`src/inc/flash_seq_regs.svh`:
```
`ifndef FLASH_SEQ_REGS_SVH
`define FLASH_SEQ_REGS_SVH

// Opcodes
`define OP_PROG_THRU_BUF 8'h02
`define OP_PAGE_ERASE 8'h81
`define OP_BLOCK_ERASE 8'h50
`define OP_SECTOR_ERASE 8'h7c

// Command framing
`define CMD_ADDR_DONE_BYTE 3'h3
`define CMD_FIRST_DATA_BYTE 3'h4

// Page geometry
`define PAGE_BYTES_STD 9'h108
`define PAGE_BYTES_BIN 9'h100
`define BLOCK_LAST_OFS 10'h007
`define SECTOR0A_LAST_PAGE 10'h007
`define SECTOR0B_FIRST_PAGE 10'h008
`define SECTOR_LAST_OFS 10'h07f

// Timing
`define CLK_PERIOD_NS 10
`define PER_BYTE_PROGRAM_TIME_NS 8000
`define PAGE_ERASE_TIME_LIMIT_NS 40000
`define CYCLES_UP(ns) (((ns) + `CLK_PERIOD_NS - 1) / `CLK_PERIOD_NS)

`endif

```
`src/inc/flash_seq_pkg.sv`:
```
package flash_seq_pkg;

   typedef enum logic {
      ARR_PROGRAM,
      ARR_ERASE
   } arr_op_e;

   // One array step: program a byte or erase a page
   typedef struct packed {
      logic valid;
      arr_op_e op;
      logic [9:0] page;
      logic [8:0] col;
      logic [7:0] data;
   } arr_cmd_s;

   // One byte bound for the page buffer
   typedef struct packed {
      logic [8:0] col;
      logic [7:0] data;
   } buf_wr_s;

endpackage

```
`src/hdl/flash_seq.sv`:
```
// Operation
// Opcode 02h, 264-byte pages: 5 dummy, 10 page bits, 9 buffer byte bits.
// Opcode 02h, 256-byte pages: 6 dummy, 10 page, 8 byte bits, linear address.
// Data bytes fill buffer at successive locations, wrapping to zero past the end.
// Chip select rising starts programming only the loaded bytes of the page.
// Chip select rising mid-byte aborts the command; nothing is programmed.
// Program time is per-byte time times loaded bytes; busy throughout.
// Each programmed byte is verified; a failure sets the error flag.
// Opcode 81h erases a page; page index sits as for programming.
// Page erase sets the whole page to ones, self-timed, busy throughout.
// Opcode 50h, 264-byte pages: 5 dummy, upper 7 page bits, 12 dummy.
// Opcode 50h, 256-byte pages: 6 dummy, address bits 17..11, 11 dummy.
// Block erase clears eight consecutive pages chosen by upper seven page bits.
// Opcode 7Ch carries sector address within page bits, rest don't care.
// Sector 1-7 erase, 256-byte pages: 6 dummy, bits 17..15, 15 dummy.
// Page bits 0000000 select 0a, 0000001 0b, else top three bits select 1-7.
// One sector erased per command; any address inside selects it; busy throughout.
// Every erased location is verified; a failure sets the error flag.
// Host must pre-erase locations before programming without erase.
// Host polls busy before the next command and checks the error flag.
`timescale 1ns/1ps
`include "flash_seq_regs.svh"

module flash_byte_fifo #(
   parameter int WIDTH = 17,
   parameter int DEPTH = 4
) (
   input wire logic i_clk,
   input wire logic i_reset_n,
   input wire logic i_valid,
   output logic o_ready,
   input wire logic [WIDTH-1:0] i_data,
   output logic o_valid,
   input wire logic i_ready,
   output logic [WIDTH-1:0] o_data
);
   localparam int AW = (DEPTH > 1) ? $clog2(DEPTH) : 1;
   logic [WIDTH-1:0] mem_q [DEPTH];
   logic [AW-1:0] wr_ptr_q;
   logic [AW-1:0] rd_ptr_q;
   logic [AW:0] count_q;
   logic push;
   logic pop;

   assign o_ready = (count_q != (AW+1)'(DEPTH));
   assign o_valid = (count_q != '0);
   assign o_data = mem_q[rd_ptr_q];
   assign push = i_valid && o_ready;
   assign pop = o_valid && i_ready;

   always_ff @(posedge i_clk)
   begin
      if (push)
      begin
         mem_q[wr_ptr_q] <= i_data;
      end
   end

   always_ff @(posedge i_clk or negedge i_reset_n)
   begin
      if (!i_reset_n)
      begin
         wr_ptr_q <= '0;
         rd_ptr_q <= '0;
         count_q <= '0;
      end
      else
      begin
         if (push)
         begin
            wr_ptr_q <= (wr_ptr_q == AW'(DEPTH - 1)) ? '0 : wr_ptr_q + 1'b1;
         end
         if (pop)
         begin
            rd_ptr_q <= (rd_ptr_q == AW'(DEPTH - 1)) ? '0 : rd_ptr_q + 1'b1;
         end
         count_q <= count_q + (AW+1)'(push) - (AW+1)'(pop);
      end
   end
endmodule

module flash_seq #(
   parameter int BYTE_PROG_CYC = `CYCLES_UP(`PER_BYTE_PROGRAM_TIME_NS),
   parameter int PAGE_ERASE_CYC = `CYCLES_UP(`PAGE_ERASE_TIME_LIMIT_NS),
   parameter int FIFO_DEPTH = 4
) (
   input wire logic i_clk,
   input wire logic i_reset_n,
   input wire logic i_sclk,
   input wire logic i_cs_n,
   input wire logic i_mosi,
   input wire logic i_binary_page,
   input wire logic i_arr_ok,
   output flash_seq_pkg::arr_cmd_s o_arr_cmd,
   output logic o_busy,
   output logic o_erase_program_error_flag
);
   typedef enum logic [2:0] {S_IDLE, S_FLUSH, S_SCAN, S_ISSUE, S_WAIT, S_CHECK} seq_state_e;

   seq_state_e state_q;
   logic [2:0] sclk_q;
   logic [2:0] cs_n_q;
   logic [1:0] mosi_q;
   logic [1:0] bin_q;
   logic [6:0] shift_q;
   logic [2:0] bitcnt_q;
   logic [2:0] bytecnt_q;
   logic [7:0] opcode_q;
   logic [23:0] addr_q;
   logic cmd_ok_q;
   logic drop_q;
   logic addr_done_q;
   logic [8:0] wr_col_q;
   logic [7:0] buf_mem_q [`PAGE_BYTES_STD];
   logic [`PAGE_BYTES_STD-1:0] loaded_q;
   logic [9:0] page_q;
   logic [9:0] last_page_q;
   logic [8:0] col_q;
   logic is_prog_q;
   logic [23:0] timer_q;
   logic sclk_rise;
   logic cs_rise;
   logic cs_fall;
   logic byte_done;
   logic [7:0] byte_w;
   logic [9:0] page_w;
   logic [8:0] col_w;
   logic [8:0] page_bytes_w;
   logic launch;
   logic fifo_in_ready;
   logic fifo_out_valid;
   logic drain;
   logic push;
   flash_seq_pkg::buf_wr_s fifo_in;
   flash_seq_pkg::buf_wr_s fifo_out;

   // Pins are asynchronous to i_clk; the third stage only feeds edge detection
   always_ff @(posedge i_clk or negedge i_reset_n)
   begin
      if (!i_reset_n)
      begin
         sclk_q <= '0;
         cs_n_q <= 3'h7;
         mosi_q <= '0;
         bin_q <= '0;
      end
      else
      begin
         sclk_q <= {sclk_q[1:0], i_sclk};
         cs_n_q <= {cs_n_q[1:0], i_cs_n};
         mosi_q <= {mosi_q[0], i_mosi};
         bin_q <= {bin_q[0], i_binary_page};
      end
   end

   assign sclk_rise = sclk_q[1] && !sclk_q[2] && !cs_n_q[1];
   assign cs_rise = cs_n_q[1] && !cs_n_q[2];
   assign cs_fall = !cs_n_q[1] && cs_n_q[2];
   assign byte_w = {shift_q, mosi_q[1]};
   assign byte_done = sclk_rise && (bitcnt_q == 3'h7);
   assign page_bytes_w = bin_q[1] ? `PAGE_BYTES_BIN : `PAGE_BYTES_STD;
   assign page_w = bin_q[1] ? addr_q[17:8] : addr_q[18:9];
   assign col_w = bin_q[1] ? {1'b0, addr_q[7:0]} : addr_q[8:0];
   assign push = byte_done && cmd_ok_q && (opcode_q == `OP_PROG_THRU_BUF) && (bytecnt_q == `CMD_FIRST_DATA_BYTE);
   assign fifo_in = '{col: wr_col_q, data: byte_w};
   // Buffer writes stall while the array is busy, so the FIFO can back up
   assign drain = (state_q == S_IDLE) || (state_q == S_FLUSH);
   // A mid-byte chip select release never launches anything
   assign launch = cs_rise && cmd_ok_q && (state_q == S_IDLE) && (bitcnt_q == 3'h0)
      && (bytecnt_q == `CMD_FIRST_DATA_BYTE);

   always_ff @(posedge i_clk or negedge i_reset_n)
   begin
      if (!i_reset_n)
      begin
         shift_q <= '0;
         bitcnt_q <= '0;
         bytecnt_q <= '0;
         opcode_q <= '0;
         addr_q <= '0;
         addr_done_q <= 1'b0;
      end
      else
      begin
         addr_done_q <= byte_done && (bytecnt_q == `CMD_ADDR_DONE_BYTE);
         if (cs_fall)
         begin
            bitcnt_q <= '0;
            bytecnt_q <= '0;
         end
         else if (sclk_rise)
         begin
            shift_q <= byte_w[6:0];
            bitcnt_q <= bitcnt_q + 3'h1;
            if (byte_done)
            begin
               if (bytecnt_q != `CMD_FIRST_DATA_BYTE)
               begin
                  bytecnt_q <= bytecnt_q + 3'h1;
               end
               if (bytecnt_q == 3'h0)
               begin
                  opcode_q <= byte_w;
               end
               else if (bytecnt_q != `CMD_FIRST_DATA_BYTE)
               begin
                  addr_q <= {addr_q[15:0], byte_w};
               end
            end
         end
      end
   end

   // Commands arriving while busy are ignored; a full FIFO spoils the program
   always_ff @(posedge i_clk or negedge i_reset_n)
   begin
      if (!i_reset_n)
      begin
         cmd_ok_q <= 1'b0;
         drop_q <= 1'b0;
         wr_col_q <= '0;
      end
      else
      begin
         if (cs_fall)
         begin
            cmd_ok_q <= (state_q == S_IDLE);
            drop_q <= 1'b0;
         end
         else if (push && !fifo_in_ready)
         begin
            drop_q <= 1'b1;
         end
         if (addr_done_q)
         begin
            wr_col_q <= col_w;
         end
         else if (push)
         begin
            wr_col_q <= (wr_col_q == page_bytes_w - 9'h1) ? '0 : wr_col_q + 9'h1;
         end
      end
   end

   flash_byte_fifo #(
      .WIDTH($bits(flash_seq_pkg::buf_wr_s)),
      .DEPTH(FIFO_DEPTH)
   ) u_fifo (
      .i_clk(i_clk),
      .i_reset_n(i_reset_n),
      .i_valid(push),
      .o_ready(fifo_in_ready),
      .i_data(fifo_in),
      .o_valid(fifo_out_valid),
      .i_ready(drain),
      .o_data(fifo_out)
   );

   always_ff @(posedge i_clk)
   begin
      if (fifo_out_valid && drain)
      begin
         buf_mem_q[fifo_out.col] <= fifo_out.data;
      end
   end

   // Loaded marks choose which bytes are programmed
   always_ff @(posedge i_clk or negedge i_reset_n)
   begin
      if (!i_reset_n)
      begin
         loaded_q <= '0;
      end
      else
      begin
         if (cs_fall && (state_q == S_IDLE))
         begin
            loaded_q <= '0;
         end
         if (fifo_out_valid && drain)
         begin
            loaded_q[fifo_out.col] <= 1'b1;
         end
      end
   end

   always_ff @(posedge i_clk or negedge i_reset_n)
   begin
      if (!i_reset_n)
      begin
         state_q <= S_IDLE;
         o_busy <= 1'b0;
         o_erase_program_error_flag <= 1'b0;
         o_arr_cmd <= '0;
         page_q <= '0;
         last_page_q <= '0;
         col_q <= '0;
         is_prog_q <= 1'b0;
         timer_q <= '0;
      end
      else
      begin
         o_arr_cmd.valid <= 1'b0;
         unique case (state_q)
            S_IDLE:
            begin
               if (launch)
               begin
                  state_q <= S_FLUSH;
                  o_busy <= 1'b1;
                  o_erase_program_error_flag <= 1'b0;
                  col_q <= '0;
                  page_q <= page_w;
                  last_page_q <= page_w;
                  is_prog_q <= (opcode_q == `OP_PROG_THRU_BUF);
                  unique case (opcode_q)
                     `OP_PROG_THRU_BUF:
                     begin
                        if (drop_q)
                        begin
                           state_q <= S_IDLE;
                           o_busy <= 1'b0;
                        end
                     end
                     `OP_PAGE_ERASE:
                     begin
                     end
                     `OP_BLOCK_ERASE:
                     begin
                        page_q <= {page_w[9:3], 3'h0};
                        last_page_q <= {page_w[9:3], 3'h0} + `BLOCK_LAST_OFS;
                     end
                     `OP_SECTOR_ERASE:
                     begin
                        if (page_w[9:7] != 3'h0)
                        begin
                           page_q <= {page_w[9:7], 7'h0};
                           last_page_q <= {page_w[9:7], 7'h0} + `SECTOR_LAST_OFS;
                        end
                        else if (page_w[9:3] == 7'h0)
                        begin
                           page_q <= '0;
                           last_page_q <= `SECTOR0A_LAST_PAGE;
                        end
                        else
                        begin
                           page_q <= `SECTOR0B_FIRST_PAGE;
                           last_page_q <= `SECTOR_LAST_OFS;
                        end
                     end
                     default:
                     begin
                        state_q <= S_IDLE;
                        o_busy <= 1'b0;
                     end
                  endcase
               end
            end
            S_FLUSH:
            begin
               if (!fifo_out_valid)
               begin
                  state_q <= is_prog_q ? S_SCAN : S_ISSUE;
               end
            end
            S_SCAN:
            begin
               if (col_q == page_bytes_w)
               begin
                  state_q <= S_IDLE;
                  o_busy <= 1'b0;
               end
               else if (loaded_q[col_q])
               begin
                  state_q <= S_ISSUE;
               end
               else
               begin
                  col_q <= col_q + 9'h1;
               end
            end
            S_ISSUE:
            begin
               o_arr_cmd.valid <= 1'b1;
               o_arr_cmd.op <= is_prog_q ? flash_seq_pkg::ARR_PROGRAM : flash_seq_pkg::ARR_ERASE;
               o_arr_cmd.page <= page_q;
               o_arr_cmd.col <= col_q;
               o_arr_cmd.data <= buf_mem_q[col_q];
               timer_q <= 24'(is_prog_q ? BYTE_PROG_CYC - 1 : PAGE_ERASE_CYC - 1);
               state_q <= S_WAIT;
            end
            S_WAIT:
            begin
               timer_q <= timer_q - 24'h1;
               if (timer_q == '0)
               begin
                  state_q <= S_CHECK;
               end
            end
            S_CHECK:
            begin
               if (!i_arr_ok)
               begin
                  o_erase_program_error_flag <= 1'b1;
               end
               if (is_prog_q)
               begin
                  col_q <= col_q + 9'h1;
                  state_q <= S_SCAN;
               end
               else if (page_q == last_page_q)
               begin
                  state_q <= S_IDLE;
                  o_busy <= 1'b0;
               end
               else
               begin
                  page_q <= page_q + 10'h1;
                  state_q <= S_ISSUE;
               end
            end
         endcase
      end
   end
endmodule

```
`config.mk`:
```
export PLATFORM = sky130hd
export DESIGN_NAME = flash_seq
export DESIGN_NICKNAME = d
export VERILOG_FILES = /design/src/inc/flash_seq_pkg.sv /design/src/hdl/flash_seq.sv
export VERILOG_INCLUDE_DIRS = /design/src /design/src/inc
export SDC_FILE = /design/constraint.sdc
export NUM_CORES = 2
export LEC_CHECK = 0
export BUFFER_PORTS_ARGS = -buffer_cell sky130_fd_sc_hd__buf_2
export CORE_AREA = 2 2 486 488
export DETAILED_ROUTE_END_ITERATION = 7
export DIE_AREA = 0 0 488 490
export PLACE_DENSITY = 0.64
export SETUP_SLACK_MARGIN = 0.15
export SLEW_MARGIN = 5
export SYNTH_ARGS = -nofsm -noshare
export SYNTH_HDL_FRONTEND = slang
export SYNTH_SLANG_ARGS = --single-unit
```
`constraint.sdc`:
```
create_clock -name i_clk -period 9.1 [get_ports i_clk]
set_clock_uncertainty 0.15 [all_clocks]
set_input_delay 0.455 -clock i_clk [delete_from_list [all_inputs] [get_ports i_clk]]
set_output_delay 0.455 -clock i_clk [all_outputs]
set_load 0.05 [all_outputs]
```
== Yosys cells after proc, flatten, opt, wreduce, memory -nomap -nowiden ==
Memories as Yosys holds them, arrays and structs flattened.
Cells that the tools add are included.

* Muxes and demuxes: 66
* Equality and inequality tests: 31
* Magnitude comparators: 3
* Reductions and logical operators: 49
* Bitwise operators: 3
* $add $sub $neg: 13

{| class="wikitable"
|+ Operators with widths
! operator !! count
|-
| 264-bit two-way mux || 2
|-
| 264-bit OR || 1
|-
| 9-bit two-way mux || 8
|-
| 10-bit two-way mux || 6
|-
| 10-bit case mux with 2 select lines || 3
|-
| 24-bit case mux with 2 select lines || 1
|-
| 3-bit two-way mux || 11
|-
| 29-bit two-way mux || 1
|-
| 9-bit case mux with 3 select lines || 1
|-
| 24-bit logical NOT || 1
|-
| 24-bit by 1-bit subtractor with 24-bit output (second input constant) || 1
|-
| 2-bit inequality test (second input constant) || 11
|-
| 9-bit by 10-bit less-than comparator with 1-bit output (second input constant) || 2
|-
| 9-bit by 1-bit adder with 9-bit output (second input constant) || 2
|-
| 9-bit equality test || 2
|-
| 1-bit logical AND || 18
|-
| 1-bit two-way mux || 18
|-
| 3-bit case mux with 6 select lines || 1
|-
| 8-bit by 7-bit equality test with 1-bit output (second input constant) || 2
|-
| 5-bit AND reduction || 3
|-
| 2-bit nonzero test || 7
|-
| 3-bit equality test (second input constant) || 4
|-
| 12-bit two-way mux || 1
|-
| 4-bit AND reduction || 3
|-
| other kinds (32) || 55
|}

* Memories: 2
* Register bits: 421
* Output and inout bits: 31
* Bits in writable memories: 2180
* Word-level logic and storage cells: 197

{| class="wikitable"
|+ Memories
! name !! depth !! bits a word !! rd ports !! clocked after Yosys merged registers in !! write ports !! RTL line !! source
|-
| buf_mem_q || 264 || 8 || 1 || 0 || 1 || flash_seq.sv:114 || <nowiki>logic [7:0] buf_mem_q [`PAGE_BYTES_STD];</nowiki>
|-
| u_fifo.mem_q || 4 || 17 || 1 || 0 || 1 || flash_seq.sv:38 || <nowiki>logic [WIDTH-1:0] mem_q [DEPTH];</nowiki>
|}

== Logic depth before layout (Yosys ltp) ==
* Depth in word-level cells: 10
* Depth in mapped cells: 13
* Gate-level depth less buffers: 10

== Cells and area by module ==
A second synthesis with hierarchy kept.

* Cell total of the unflattened synthesis: 5081
* Area total of the unflattened synthesis: 102375.7 sq um

{| class="wikitable"
|+ Modules (own cells, without submodules)
! module !! times used !! seq. area each (sq um) !! area each (sq um) !! cells each
|-
| flash_seq || 1 || 73784.5 || 99446.6 || 4948
|-
| flash_byte_fifo || 1 || 2217.1 || 2929.1 || 133
|}

== Least setup slack after synthesis ==
No wires, ideal clock.

* Path type: register to register
* Start: register u_fifo.rd_ptr_q[0]
* End: memory buf_mem_q[0][0], data pin
* Data arrival time: 3.158 ns
* Cell stages (with the launch flop): 4
* Library setup time: 0.562 ns
* Data required time: 8.388 ns
* Slack: 5.229 ns
* Cell sequence: dfrtp_1 -> buf_2 -> buf_1 -> mux4_2

{| class="wikitable"
|+ RTL lines
! what !! RTL line !! source
|-
| start: declaration || flash_seq.sv:40 || <nowiki>logic [AW-1:0] rd_ptr_q;</nowiki>
|-
| start signal: assignment || flash_seq.sv:75 || <nowiki>rd_ptr_q <= (rd_ptr_q == AW'(DEPTH - 1)) ? '0 : rd_ptr_q + 1'b1;</nowiki>
|-
| end: declaration || flash_seq.sv:114 ||
|}

== Final worst setup path ==
* Start: register col_q[0]
* End: register o_arr_cmd[2] (netlist bit)

* Cells in the longest elaborated chain, start to end: 1

{| class="wikitable"
|+ Ends and longest elaborated chain
! what !! RTL line !! source
|-
| start: declaration || flash_seq.sv:118 || <nowiki>logic [8:0] col_q;</nowiki>
|-
| start signal: assignment || flash_seq.sv:379 || <nowiki>col_q <= col_q + 9'h1;</nowiki>
|-
| start signal: assignment || flash_seq.sv:408 || <nowiki>col_q <= col_q + 9'h1;</nowiki>
|-
| memory read 264 x 8 bit || - ||
|-
| end: declaration || flash_seq.sv:94 || <nowiki>output flash_seq_pkg::arr_cmd_s o_arr_cmd,</nowiki>
|}

Every way passes these cells.
A chain may end at the register's enable or synchronous reset.

==> out/metrics.cfg <==
[run_status]
status=finished clean

[floorplanning]
die-area_sq_um=239000
initial_core_util_pct=43.8
die_x_um=488
num_rows=178
ios=38
core_area_sq_um=234000
die_h_um=490

[synth]
synthAdderAreaFrac_pct=0.239
synth-compound-area-share_pct=3.72
synth_cell_types=79
yosys_warnings=0
synth-edff-count=2180
synth.yosys.seq_area_share_pct=74.1
synthArstFlopShare_pct=16.2
syn_inst=5011
mappedNetlistArea_sq_um=103000
ys_seq_elements=2601
synth_top_family_by_area=multiplexers
synth_mux_area_share_pct=17.3
synth_ff_type=edfxtp_1
synth-xor-area-share_pct=0.120
synth_nets=5037
synth-simple-area-share_pct=2.94
avgSynthCellArea_sq_um=20.5

[hold_path]
hold_path_end=o_erase_program_error_flag
holdPathStages=5
hold_class=in -> reg
hp-start=i_arr_ok

[setup_path]
required_ns=9.71
crit_path_end_kind=register
path_max_fanout=39
r2r_setup_slack_ns=4.11
critPathKind=reg -> reg
r2r_start=col_q[0]
critical-path-max-stage-delay_ns=1.08
cp.arrival_ns=5.60
regToRegEndpoint=o_arr_cmd[2]
slowest_stage=dfrtp_4
cp.buffers_inverters=1
cp_cell_sequence=buf_4 -> mux4_2 -> mux4_2 -> a221oi_1 -> o21ai_0 -> a21oi_1 -> or2_2 -> a31oi_1
critPathMostFrequentCell=mux4_2
crit_family=compound AO/OA/AOI/OAI gates
reg2regPathDepth=8
start_kind=register

[power]
comb_power_share_pct=0.4
swShare_pct=19.3
p_leak_nw=39.3
power_switching_mw=4.62
peakVddDrop_mv=0.200
p_int_mw=19.3
clockPowerShare_pct=46.1
powerDensity_nw_per_um2=208
sequentialPowerShare_pct=53.5
total_power_mw=23.9

[cells_and_area]
drive_above_1_share_pct=24.5
final_area_sq_um=115000
layout.nets=5167
seq_area_sq_um=76000
fillers=18800
stdcell_count=8497
multi_input_comb_area_sq_um=25000
area_growth_syn_to_layout_pct=12.2

[timing]
fmax_mhz=201
setup_viol=0
fin_tns_setup_ns=0
timing.hold.ws_ns=0.181
slew_headroom_pct=4.80
grt_setup_unrepaired=false
fin_crit_sh_pct=54.8
finalCriticalPeriod_ns=4.99
hold_viol=0
tightest_slew_ns=1.43
drv_slew=0

[cts]
numCtsBuffers=280
post_cts_resized=0
insertion_delay_ns=0.95
clock_path_buffers=4
tritoncts=built
cts_hold_buffers=12
cts_root_buf=clkbuf_16
cts.htree.levels=5
clock_sinks=2601
post_cts.repair.setup_buffers=0
cts.clk_slew.worst_paths_ns=0.06

[drt]
via_count=50700
antenna_left=0
drc_errors=0
wl_per_cell_um=29.4
avgViaCountPerCell=5.96
dr.pass1.iters=6
drt_iter0_drc=5794
drt-total-wl_um=249000

[placement]
io_buffers=37
place_congestion=0.833
hpwl_um=148000
dpl-instance-area_sq_um=106000
dp_cells=7997

[global_routing]
grt_pass1_vias=51200
grt_usage_pct=20.9
grt_pass1_wl_um=365000
grt_max_degree=213
grt_overflow=0
antenna_found_initial=8

[run]
drv_cap=0

[layout by cell type, fill, tap and decap left out, types with 32 or more instances in the layout]
| cell | n |
|---|---|
| edfxtp_1 | 2180 |
| o21ai_0 | 60 |
| mux4_2 | 719 |
| nand2_1 | 164 |
| mux2_2 | 46 |
| clkbuf_1 | 70 |
| dfrtp_1 | 413 |
| a21o_1 | 270 |
| a21oi_1 | 45 |
| clkinv_1 | 32 |
| buf_4 | 68 |
| nor2_1 | 347 |
| buf_2 | 36 |
| clkbuf_16 | 287 |
| nor3_1 | 34 |
| mux2i_1 | 52 |
| clkinv_2 | 33 |
[through the flow]
stage	util, %	setup WS (ns)
2_1_floorplan	-	5.23
3_3_place_gp	45.3	4.08
3_5_place_dp	45.3	4.18
4_1_cts	49.2	4.14
5_1_grt	49.2	3.90
6_report	49.2	4.11
[registers in the layout, indices dropped and copies added, names as in the netlist, 7 cells and up]
signal and count:
wr_col_q 9, opcode_q 8, o_arr_cmd 29, timer_q 24, addr_q 19, last_page_q 10, shift_q 7, u_fifo.mem_q 68
col_q 9, page_q 10, buf_mem_q 2112, loaded_q 264
[cell type report]
cell class                      count  share of cell area, %
Clock inverter                     97                  0.801
Timing Repair Buffer              134                   1.03
Clock buffer                      389                   6.85
Antenna cell                        2                0.00435
Sequential cell                  2601                   66.1
Inverter                           33                  0.110
Multi-Input combinational cell   2091                   21.7
Tap cell                         3150                   3.43
[cells in the mapped netlist (all sizes together) (4+ instances only)]
cell type / n / share of area [%]
a211oi: 8 / 0.059
nand3: 32 / 0.16
and3: 19 / 0.12
nand2b: 10 / 0.061
o221ai: 6 / 0.051
buf: 144 / 0.92
or4: 5 / 0.037
a21o: 270 / 2.0
a21bo: 5 / 0.049
or3: 6 / 0.037
clkbuf: 142 / 0.52
mux2i: 52 / 0.51
o22a: 7 / 0.060
a221oi: 13 / 0.12
a22o: 8 / 0.068
mux2: 46 / 0.51
dfrtp: 418 / 10
nand3b: 5 / 0.037
edfxtp: 2180 / 64
a31oi: 10 / 0.061
nor3: 35 / 0.17
inv: 32 / 0.12
a22oi: 30 / 0.22
o22ai: 13 / 0.099
o21ai: 62 / 0.30
nor4: 8 / 0.055
nor2: 347 / 1.3
o31ai: 6 / 0.044
nor3b: 12 / 0.088
mux4: 740 / 16
nand2: 165 / 0.60
or2: 6 / 0.037
a221o: 6 / 0.059
o311ai: 6 / 0.051
o41ai: 4 / 0.034
ha: 18 / 0.22
and2: 12 / 0.073
nand4: 5 / 0.030
nor2b: 18 / 0.11
a21oi: 45 / 0.22
a32oi: 5 / 0.043
xnor2: 11 / 0.094
[power by group through the flow]
stage / registers [mW] / clock network [mW] / logic [mW]
6_report: 12.8 / 11.0 / 0.0935
5_1_grt: 12.8 / 11.6 / 0.106
3_5_place_dp: 13.0 / 0 / 0.0907
2_1_floorplan: 13.0 / 0 / 0.0322
3_3_place_gp: 13.0 / 0 / 0.0878
4_1_cts: 12.8 / 11.2 / 0.0968
[worst reg2reg max path: cells and delay by family (launching register included)]
kind	cells	cell delay [ns]
DFF	1	1.08
buffers and inverters	1	0.76
AOI/OAI and AO/OA	4	1.54
and+or+nand+nor	1	0.14
muxes	2	1.16
[layer usage]
layer,GRT usage [%],vias to the layer above,wire length [um]
met2,33.1,2069,121000
met4,7.20,2,8960
li1,-,20800,-
met5,0,-,10
met1,29.0,27300,100000
met3,4.17,455,19400
[kinds of logic (layout without fill, tap and decap cells)]
logic type	after synthesis	after routing
xor+xnor	14	14
buf+inv	319	653
compound gates	528	528
flops	2601	2601
fa+ha+maj	19	19
simple gates	692	692
mux	838	838
other cells	0	2
[worst max path at each step]
stage	from	to	slack, ns	cells after the start
after floorplan	u_fifo.rd_ptr_q[0]	buf_mem_q[0][0]	5.23	3
after global placement	col_q[0]	state_q[0]	4.08	9
after detailed placement	col_q[0]	col_q[0]	4.18	9
after CTS	col_q[0]	col_q[0]	4.14	9
after global routing	col_q[0]	o_arr_cmd[2]	3.90	8
final	col_q[0]	o_arr_cmd[2]	4.11	8
(Power assumes the default switching activity.)
